File: src/fbcs_params.svh
`ifndef FBCS_PARAMS_SVH
`define FBCS_PARAMS_SVH
// register byte offsets on the wishbone slave
`define FBCS_OFF_NV 4'h0
`define FBCS_OFF_VOL 4'h4
`define FBCS_OFF_ACTIVE 4'h8
`define FBCS_OFF_CMD 4'hc
// command register bits
`define FBCS_CMD_SWRST 0
`define FBCS_CMD_ERASE 1
// status field of the active register
`define FBCS_ST_SEL 16
`define FBCS_ST_LOAD 17
`define FBCS_ST_LOCK 18
// field positions shared by both copies
`define FBCS_DRV_HI 14
`define FBCS_DRV_LO 12
`define FBCS_FRZ 11
`define FBCS_SSRF 10
`define FBCS_MAP_HI 9
`define FBCS_MAP_LO 8
`define FBCS_LAT_HI 7
`define FBCS_LAT_LO 4
`define FBCS_STALL 2
`define FBCS_BL_HI 1
`define FBCS_BL_LO 0
// factory default and erased values
`define FBCS_DEFAULT 16'h8ebb
`define FBCS_ERASED 16'hffff
// base latency in clocks for code zero
`define FBCS_LAT_BASE 5'h05
`endif

File: src/fbcs_pkg.sv
package fbcs_pkg;
   // burst length selection
   typedef enum logic [1:0] {
      BL_RSVD = 2'h0,
      BL_64 = 2'h1,
      BL_16 = 2'h2,
      BL_32 = 2'h3
   } fbcs_bl_e;
   // complete state of the block
   typedef struct packed {
      logic [15:0] nv;      // nonvolatile copy
      logic [15:0] vol;     // volatile copy
      logic sel;            // 1: volatile copy drives bus
      logic loaded;         // volatile loaded since reset
      logic perm_lock;      // locked at last reset
      logic ack;            // wishbone ack
      logic [31:0] rdat;    // wishbone read data
      logic [15:0] act;     // active config
   } fbcs_state_s;
endpackage : fbcs_pkg

File: src/fbcs_top.sv
// Design decisions made here: the Wishbone register port and the address map.
`timescale 1ns/1ps
`include "fbcs_params.svh"
module fbcs_top #(
   parameter logic [15:0] NV_INIT = `FBCS_DEFAULT // nonvolatile content at power-up
) (
   input wire logic CLK_SYS_I,          // system clock 200 MHz
   input wire logic ARST_N_I,           // async reset, power-up or hardware reset
   input wire logic WB_CYC_I,           // wishbone cycle
   input wire logic WB_STB_I,           // wishbone strobe
   input wire logic WB_WE_I,            // wishbone write enable
   input wire logic [3:0] WB_ADR_I,     // byte address
   input wire logic [3:0] WB_SEL_I,     // byte selects
   input wire logic [31:0] WB_DAT_I,    // write data
   output logic [31:0] WB_DAT_O,        // read data
   output logic WB_ACK_O,               // acknowledge
   input wire logic IDLE_I,             // device idle, no embedded operation
   output logic [2:0] DRIVE_STRENGTH_O, // output impedance code
   output logic SECURE_REGION_WE_O,     // secure silicon region programmable
   output logic [1:0] SECTOR_MAP_O,     // parameter sector mapping
   output logic [4:0] READ_LATENCY_O,   // initial latency in clocks
   output logic STROBE_NO_STALL_O,      // strobe keeps toggling after dual error
   output logic [1:0] BURST_LEN_O,      // wrapped burst length code
   output logic CONFIG_LOCKED_O         // changes to both copies refused
);

   fbcs_pkg::fbcs_state_s s_q; // registered state
   fbcs_pkg::fbcs_state_s s_d; // next state

   // merge a 16-bit value with low byte lanes of a write
   function automatic logic [15:0] lane_merge(input logic [15:0] old,
                                              input logic [31:0] dat,
                                              input logic [3:0] sel);
      logic [15:0] r;
      r = old;
      if (sel[0]) begin
         r[7:0] = dat[7:0];
      end
      if (sel[1]) begin
         r[15:8] = dat[15:8];
      end
      return r;
   endfunction : lane_merge

   logic req;       // new bus access, not yet acked
   logic wr;        // write access
   logic frz_open;  // changes currently allowed
   logic [15:0] nv_new;  // candidate nonvolatile value
   logic [15:0] vol_new; // candidate volatile value

   // next state computation
   always_comb begin
      s_d = s_q;
      req = WB_CYC_I && WB_STB_I && !s_q.ack;
      wr = req && WB_WE_I;
      // freeze read from the copy now in use; permanent lock overrides
      frz_open = s_q.act[`FBCS_FRZ] && !s_q.perm_lock;
      nv_new = lane_merge(s_q.nv, WB_DAT_I, WB_SEL_I);
      vol_new = lane_merge(s_q.vol, WB_DAT_I, WB_SEL_I);
      s_d.ack = req;
      s_d.rdat = 32'h0;
      if (req && !WB_WE_I) begin
         // read mux; unmapped offsets read zero
         case (WB_ADR_I)
            `FBCS_OFF_NV: s_d.rdat = {16'h0, s_q.nv};
            `FBCS_OFF_VOL: s_d.rdat = {16'h0, s_q.vol};
            `FBCS_OFF_ACTIVE: begin
               s_d.rdat = {16'h0, s_q.act};
               s_d.rdat[`FBCS_ST_SEL] = s_q.sel;
               s_d.rdat[`FBCS_ST_LOAD] = s_q.loaded;
               s_d.rdat[`FBCS_ST_LOCK] = !frz_open;
            end
            default: s_d.rdat = 32'h0;
         endcase
      end
      if (wr && frz_open && IDLE_I) begin
         case (WB_ADR_I)
            `FBCS_OFF_VOL: begin
               // volatile load takes effect at once and selects it
               s_d.vol = vol_new;
               s_d.loaded = 1'b1;
               s_d.sel = 1'b1;
            end
            `FBCS_OFF_NV: begin
               // nonvolatile program; active config untouched, and reset reloads NV_INIT, not this value
               s_d.nv = nv_new;
               if (!s_q.loaded) begin
                  s_d.vol = nv_new;
               end
            end
            `FBCS_OFF_CMD: begin
               if (WB_SEL_I[0] && WB_DAT_I[`FBCS_CMD_ERASE]) begin
                  s_d.nv = `FBCS_ERASED; // erase keeps volatile
               end
            end
            default: s_d = s_d;
         endcase
      end
      // software reset leaves select and copies alone
      if (wr && WB_ADR_I == `FBCS_OFF_CMD && WB_SEL_I[0] && WB_DAT_I[`FBCS_CMD_SWRST]) begin
         s_d.sel = s_q.sel;
      end
      // active config follows the selected copy, nv contribution frozen
      s_d.act = s_d.sel ? s_d.vol : s_q.act;
      if (s_q.sel && !s_d.sel) begin
         s_d.act = s_q.act; // unreachable by design, select only rises
      end
   end

   // state register; reset reloads both copies and active config from NV_INIT
   always_ff @(posedge CLK_SYS_I or negedge ARST_N_I) begin
      if (!ARST_N_I) begin
         s_q.nv <= NV_INIT;
         s_q.vol <= NV_INIT;      // volatile mirrors nv after reset
         s_q.sel <= 1'b0;
         s_q.loaded <= 1'b0;
         s_q.perm_lock <= ~NV_INIT[`FBCS_FRZ];
         s_q.ack <= 1'b0;
         s_q.rdat <= 32'h0;
         s_q.act <= NV_INIT;
      end else begin
         s_q <= s_d;
      end
   end

   // outputs decoded from active config, plus registered ack and read data
   always_ff @(posedge CLK_SYS_I or negedge ARST_N_I) begin
      if (!ARST_N_I) begin
         DRIVE_STRENGTH_O <= NV_INIT[`FBCS_DRV_HI:`FBCS_DRV_LO];
         SECURE_REGION_WE_O <= NV_INIT[`FBCS_SSRF];
         SECTOR_MAP_O <= NV_INIT[`FBCS_MAP_HI:`FBCS_MAP_LO];
         READ_LATENCY_O <= `FBCS_LAT_BASE + {1'b0, NV_INIT[`FBCS_LAT_HI:`FBCS_LAT_LO]};
         STROBE_NO_STALL_O <= NV_INIT[`FBCS_STALL];
         BURST_LEN_O <= NV_INIT[`FBCS_BL_HI:`FBCS_BL_LO];
         CONFIG_LOCKED_O <= ~NV_INIT[`FBCS_FRZ];
         WB_ACK_O <= 1'b0;
         WB_DAT_O <= 32'h0;
      end else begin
         DRIVE_STRENGTH_O <= s_d.act[`FBCS_DRV_HI:`FBCS_DRV_LO];
         SECURE_REGION_WE_O <= s_d.act[`FBCS_SSRF];
         SECTOR_MAP_O <= s_d.act[`FBCS_MAP_HI:`FBCS_MAP_LO];
         READ_LATENCY_O <= `FBCS_LAT_BASE + {1'b0, s_d.act[`FBCS_LAT_HI:`FBCS_LAT_LO]};
         STROBE_NO_STALL_O <= s_d.act[`FBCS_STALL];
         BURST_LEN_O <= s_d.act[`FBCS_BL_HI:`FBCS_BL_LO];
         CONFIG_LOCKED_O <= !(s_d.act[`FBCS_FRZ] && !s_d.perm_lock);
         WB_ACK_O <= s_d.ack;
         WB_DAT_O <= s_d.rdat;
      end
   end

endmodule : fbcs_top

File: config.mk
export PLATFORM = sky130hd
export DESIGN_NAME = fbcs_top
export DESIGN_NICKNAME = d
export VERILOG_FILES = /design/src/fbcs_pkg.sv /design/src/fbcs_top.sv
export VERILOG_INCLUDE_DIRS = /design/src
export SDC_FILE = /design/constraint.sdc
export NUM_CORES = 1
export LEC_CHECK = 0
export ABC_AREA = 1
export BUFFER_PORTS_ARGS = -buffer_cell sky130_fd_sc_hd__buf_2
export CORE_MARGIN = 10
export CORE_UTILIZATION = 45
export CTS_CLUSTER_DIAMETER = 200
export DETAILED_ROUTE_END_ITERATION = 7
export PLACE_DENSITY_LB_ADDON = 0.15
export SETUP_SLACK_MARGIN = 0.4
export SLEW_MARGIN = 15
export SYNTH_ARGS = -nofsm -noshare
export SYNTH_HDL_FRONTEND = slang
export SYNTH_SLANG_ARGS = --single-unit
File: constraint.sdc
create_clock -name CLK_SYS_I -period 3.5 [get_ports CLK_SYS_I]
set_input_delay 0.7 -clock CLK_SYS_I [delete_from_list [all_inputs] [get_ports CLK_SYS_I]]
set_output_delay 0.7 -clock CLK_SYS_I [all_outputs]
set_load 0.02 [all_outputs]
==> results of run 1 <==
## report_power, final
group          switching (mW)  leakage [nW]  total, mW  internal, mW
Combinational          0.0938          1.29      0.127        0.0333
Clock                   0.338        0.0931      0.664         0.327
Sequential            0.00221         0.886      0.888         0.886
## worst max-delay path, delay by kind of cell
family                   cells  cell delay, ns
XOR/XNOR                     1            0.16
buffers and inverters        3            0.37
adder cells (fa/ha/maj)      1            0.22
AND/OR/NAND/NOR              6            0.89
## cell families (layout without fill, tap and decap cells)
| family | Yosys count | count (layout) |
|---|---|---|
| other cells | 1 | 13 |
| flops | 76 | 76 |
| fa+ha+maj | 1 | 1 |
| buf+inv | 107 | 155 |
| compound gates | 82 | 82 |
| simple gates | 179 | 179 |
| xor+xnor | 1 | 1 |
## sequential cells by signal, summed over array words and instances (netlist names)
signal	flops
BURST_LEN_O	1
s_q	46
WB_DAT_O	19
SECTOR_MAP_O	1
DRIVE_STRENGTH_O	2
CONFIG_LOCKED_O	1
READ_LATENCY_O	5
WB_ACK_O	1
## cells in the mapped netlist (5+ instances only)
cell type,number
nand2_1,117
inv_1,63
dfrtp_1,45
dfstp_2,31
buf_4,21
nor2_1,20
nand3_1,15
o21ai_0,13
o221ai_1,12
a21oi_1,11
a22oi_1,10
inv_2,10
o211ai_1,10
buf_2,9
nand2_2,9
o21ai_1,7
o21a_1,6
nor2_4,5
o22ai_1,5
## worst paths after layout
path,startpoint,endpoint,slack [ns],cells after the start
max in group asynchronous,ARST_N_I,DRIVE_STRENGTH_O[0]$_DFFE_PN0P_,2.36,1
max reg2reg,s_q[11]$_DFF_PN1_,READ_LATENCY_O[2]$_DFF_PN0_,1.41,9
max,WB_ADR_I[1],READ_LATENCY_O[2]$_DFF_PN0_,1.38,11
min reg2reg,s_q[15]$_DFFE_PN1P_,s_q[15]$_DFFE_PN1P_,0.47,2
min in group CLK_SYS_I,s_q[15]$_DFFE_PN1P_,s_q[15]$_DFFE_PN1P_,0.47,2
min,ARST_N_I,WB_DAT_O[2]$_DFF_PN0_,0.46,1
## routing by layer
layer / global-route usage (%) / up-vias / wire length [um]
met5: 0 / - / 0
met4: 4.82 / 0 / 160
met3: 5.59 / 15 / 773
met2: 25.8 / 99 / 4760
met1: 19.4 / 1511 / 4290
li1: - / 1521 / -
## metrics by stage
stage                     util (%)  setup WS (ns)  std cells
after global placement        50.1          0.989        596
final                         52.3           1.38        612
after global routing          52.3           1.24        612
after detailed placement      50.1          0.988        596
after floorplan                  -           1.62        459
after CTS                     52.3           1.35        612
## cell type report
type,instances,area share (%)
Inverter,73,6.34
Timing Repair Buffer,66,7.94
Tap cell,105,3.04
Sequential cell,76,44.9
Clock buffer,11,3.04
Clock inverter,5,1.22
Multi-Input combinational cell,276,33.5
==> flow_metrics.env, run 1 <==
export IMPL_status="complete, no violations"
export IMPL_grtUsageTotal_pct=15.9
export IMPL_viasPerCell=5.14
export IMPL_cts_root_buf="clkbuf_8"
export IMPL_setup_viol=0
export IMPL_hold_slack_ns=0.464
export IMPL_grt_pass1_wl_um=16400
export IMPL_grt_overflow=0
export IMPL_required_ns=3.75
export IMPL_final_common_cell="nand2_1"
export IMPL_finClkSkew_ns=0.0106
export IMPL_crit_chain="buf_2, nor2_4, nand2_2, inv_2, nand2_2, nand2_4, inv_2, nand2_1, nand2_2, ha_1, xor2_1"
export IMPL_antenna_left=0
export IMPL_post_cts_buffers=0
export IMPL_syn_area_mm2=0.00384
export IMPL_cp_arrival_ns=2.37
export IMPL_core_mm2=0.00826
export IMPL_drv_cap=0
export IMPL_leakage_nw=2.27
export IMPL_drt_pass1_iterations=4
export IMPL_finalHoldViolations=0
export IMPL_powerDensity_mw_per_mm2=389
export IMPL_drc_errors=0
export IMPL_cts_buffer_depth=2
export IMPL_critPathMaxStageDelay_ns=0.25
export IMPL_cp_end_kind="flip-flop"
export IMPL_drive_gt1_share_pct=28.4
export IMPL_finalSetupTns_ns=0
export IMPL_num_rows=33
export IMPL_cts_tree="yes"
export IMPL_synth_mux_area_share_pct=0
export IMPL_multi_input_area_mm2=0.00145
export IMPL_yosys_area_share_simple_pct=21.5
export IMPL_synthFlopType="dfrtp_1"
export IMPL_critical_path_class="in -> reg"
export IMPL_crit_fanout=16
export IMPL_synth_compound_area_share_pct=14.4
export IMPL_critical_path_most_common_cell="nand2_2"
export IMPL_synth_edff_count=0
export IMPL_synthDominantCellAreaShare_pct=29.3
export IMPL_portBuffers=62
export IMPL_final_nets=549
export IMPL_synth_fa_ha_area_share_pct=0.326
export IMPL_final_cell_mix="nand2_1 (117), inv_1 (63), buf_2 (61)"
export IMPL_synth_xor_area_share_pct=0.228
export IMPL_first_global_vias=3260
export IMPL_postSynthCellCount=447
export IMPL_grt_max_degree=77
export IMPL_synthArstFlopShare_pct=100
export IMPL_worst_slew_pin_transition_ns=0.981
export IMPL_die_w_um=112
export IMPL_hp_class="in -> async"
export IMPL_htree_levels=3
export IMPL_startpoint_type="input pin"
export IMPL_ir_worst_vdd_mv=0.249
export IMPL_synth_top_family_by_area="simple AND/OR/NAND/NOR gates"
export IMPL_yosysWarnings=0
export IMPL_syn_avg_cell_area_um2=8.60
export IMPL_drtIter0Drc=132
export IMPL_critPathSlowestCell="nand2_2"
export IMPL_cts_buffers=9
export IMPL_vias=3146
export IMPL_clkSlewWorstSetupHoldPaths_ns=0.08
export IMPL_period_needed_ns=2.12
export IMPL_die_area_mm2=0.0126
export IMPL_rsz0062_at_grt="no"
export IMPL_worst_slew_margin_rel_pct=34.6
export IMPL_postPlaceCellArea_mm2=0.00414
export IMPL_hold_buffers=0
export IMPL_io_pins=94
export IMPL_yosysUniqueCellTypes=37
export IMPL_regArea_mm2=0.00194
export IMPL_ys_ff_latch=76
export IMPL_slew_viol_final=0
export IMPL_antenna_found_initial=0
export IMPL_gp_congestion=0.823
export IMPL_yosys_top_cells_area="dfrtp_1 (29%), dfstp_2 (21%), nand2_1 (11%)"
export IMPL_timing_fmax_mhz=472
export IMPL_period_share_pct=60.6
export IMPL_initial_core_util_pct=46.5
export IMPL_nFillCells=834
export IMPL_synth_top_area_cell="dfrtp_1"
export IMPL_area_delta_synth_final_pct=12.4
export IMPL_routed_wl_um=9980
export IMPL_cts_num_sinks=76
export IMPL_ys_seq_area_share_pct=50.5
export IMPL_power_total_mw=1.68
export IMPL_dp_hpwl_um=6760
export IMPL_clk_latency_ns=0.36
export IMPL_n_antenna_cell=0
export IMPL_design_area_mm2=0.00432
export IMPL_die_height_um=112
export IMPL_wire_per_inst_um=16.3
export IMPL_cts_resized=0
Power figures use the tool's default switching activity.
==> run 2, diff against run 1 <==
- clock period: 3.5 -> 1.85 ns (I/O delays scaled with it)
==> run 2 against run 1 <==
Net effect: sequential cell count unchanged; power grew 100%; combinational power rose by 120%; final area up 18%; global-route usage up 0.75 points; non-clock buffer count grew 39; largest cell class unchanged.
==> flow_metrics.env, run 2 (synthesis gave the netlist of run 1 again) <==
export IMPL_die_w_um=112
export IMPL_cp_end_kind="flip-flop"
export IMPL_drc_errors=0
export IMPL_required_ns=2.09
export IMPL_initial_core_util_pct=46.5
export IMPL_routed_wl_um=10700
export IMPL_cts_tree="yes"
export IMPL_startpoint_type="flip-flop"
export IMPL_p_int_mw=2.55
export IMPL_timing_fmax_mhz=581
export IMPL_cts_num_sinks=76
export IMPL_crit_fanout=4
export IMPL_wire_per_inst_um=16.4
export IMPL_grt_pass1_wl_um=17200
export IMPL_nFillCells=739
export IMPL_grt_overflow=0
export IMPL_leakage_nw=2.56
export IMPL_post_place_ws_ns=0.00614
export IMPL_top_layer="met4"
export IMPL_switching_share_pct=24.2
export IMPL_worst_slack_ns=0.130
export IMPL_drive_gt1_share_pct=43.4
export IMPL_wl_met2_um=5330
export IMPL_num_rows=33
export IMPL_p_switching_mw=0.814
export IMPL_drv_cap=0
export IMPL_cts_buffers=9
export IMPL_io_pins=94
export IMPL_critPathMaxStageDelay_ns=0.57
export IMPL_die_height_um=112
export IMPL_period_share_pct=93.0
export IMPL_cts_buffer_depth=2
export IMPL_p_seq_share_pct=49.9
export IMPL_fin_util_pct=61.8
export IMPL_vias=3315
export IMPL_crit_chain="nand2_2, nor2_2, nand2_2, nor2_4, nand3_2, nand3_2, nand2_4, ha_4, xor2_1"
export IMPL_antenna_left=0
export IMPL_top_regs="s_q (46), WB_DAT_O (19), READ_LATENCY_O (5)"
export IMPL_gp_congestion=0.837
export IMPL_grtUsageTotal_pct=16.6
export IMPL_antenna_found_initial=0
export IMPL_cp_arrival_ns=1.96
export IMPL_combPwrFrac_pct=8.2
export IMPL_ir_worst_vdd_mv=0.367
export IMPL_critPathSlowestCell="dfstp_2"
export IMPL_die_area_mm2=0.0126
export IMPL_drtIter0Drc=110
export IMPL_final_cell_mix="nand2_1 (100), inv_1 (60), buf_2 (60)"
export IMPL_setup_viol=0
export IMPL_area_delta_synth_final_pct=32.8
export IMPL_htree_levels=3
export IMPL_period_needed_ns=1.72
export IMPL_clkSlewWorstSetupHoldPaths_ns=0.08
export IMPL_hp_class="in -> reg"
export IMPL_core_mm2=0.00826
export IMPL_rsz0062_at_grt="yes"
export IMPL_n_antenna_cell=0
export IMPL_regArea_mm2=0.00194
export IMPL_first_global_vias=3464
export IMPL_critical_path_class="reg -> reg"
export IMPL_drt_pass1_iterations=4
export IMPL_viasPerCell=5.09
export IMPL_regMostFlops="s_q"
export IMPL_drt_met1_wl_um=4450
export IMPL_grt_max_degree=35
export IMPL_finClkSkew_ns=0.00737
export IMPL_clk_latency_ns=0.35
export IMPL_finalSetupTns_ns=0
export IMPL_powerDensity_mw_per_mm2=660
export IMPL_p_clk_share_pct=41.9
export IMPL_slew_viol_final=0
export IMPL_status="complete, no violations"
export IMPL_dr_wl_met3_um=725
export IMPL_cts_root_buf="clkbuf_8"
export IMPL_largest_reg_flops=46
export IMPL_finalHoldViolations=0
export IMPL_final_nets=588
export IMPL_dp_hpwl_um=7370
export IMPL_multi_input_area_mm2=0.00175
export IMPL_final_common_cell="nand2_1"
export IMPL_portBuffers=62
==> run 2: power groups by stage <==
stage	sequential (mW)	combinational, mW	clock (mW)
finish	1.68	0.275	1.41
global route	1.68	0.305	1.51
CTS	1.68	0.265	1.44
detailed placement	1.71	0.259	0
global placement	1.71	0.257	0
floorplan	1.72	0.151	0
==> run 2: cell type report <==
type / count / area share [%]
Multi-Input combinational cell: 276 / 34.3
Timing Repair Buffer: 105 / 15.1
Clock inverter: 4 / 1.42
Sequential cell: 76 / 38.1
Clock buffer: 12 / 2.85
Inverter: 73 / 5.71
Tap cell: 105 / 2.58
==> run 2: per-layer routing <==
metal | up-vias | global-route usage, %
met1 | 1594 | 20.2
met5 | - | 0
met3 | 17 | 4.47
met4 | 0 | 5.25
li1 | 1600 | -
met2 | 104 | 28.0
==> run 2: repair_timing <==
action | 4_1_cts | 5_1_grt
hold endpoints to repair | 17 | 0
endpoints found under the setup margin | 53 | 56
hold buffers | 1 | 0
buffers inserted | 20 | 2
gates resized for setup | 25 | 55
gates cloned | 1 | 1
pin swaps | 16 | 14
==> run 2: stage by stage <==
step / instance area (um^2) / power, mW / instances / hold WS (ns)
CTS: 4830 / 3.38 / 648 / 0.264
finish: 5100 / 3.37 / 651 / 0.269
global route: 5100 / 3.50 / 651 / 0.257
detailed placement: 4340 / 1.97 / 610 / 0.328
floorplan: 3960 / 1.87 / 459 / 0.0744
global placement: 4340 / 1.97 / 610 / 0.329
==> run 2: path summary, 6_finish.rpt <==
| kind | startpoint | endpoint | slack (ns) | cells after the start |
|---|---|---|---|---|
| min reg2reg | s_q[15]$_DFFE_PN1P_ | s_q[15]$_DFFE_PN1P_ | 0.47 | 2 |
| max | s_q[11]$_DFF_PN1_ | READ_LATENCY_O[2]$_DFF_PN0_ | 0.13 | 9 |
| min in group asynchronous | ARST_N_I | s_q[70]$_DFFE_PN0P_ | 0.49 | 2 |
| max reg2reg | s_q[11]$_DFF_PN1_ | READ_LATENCY_O[2]$_DFF_PN0_ | 0.13 | 9 |
| min | WB_STB_I | WB_ACK_O$_DFF_PN0_ | 0.27 | 3 |
| max in group asynchronous | ARST_N_I | s_q[4]$_DFF_PN1_ | 0.72 | 3 |
==> run 2: critical path, delay by kind of cell (launching register included) <==
family	cells	cell delay (ns)
flops	1	0.57
fa+ha+maj	1	0.17
xor+xnor	1	0.15
simple gates	7	0.72
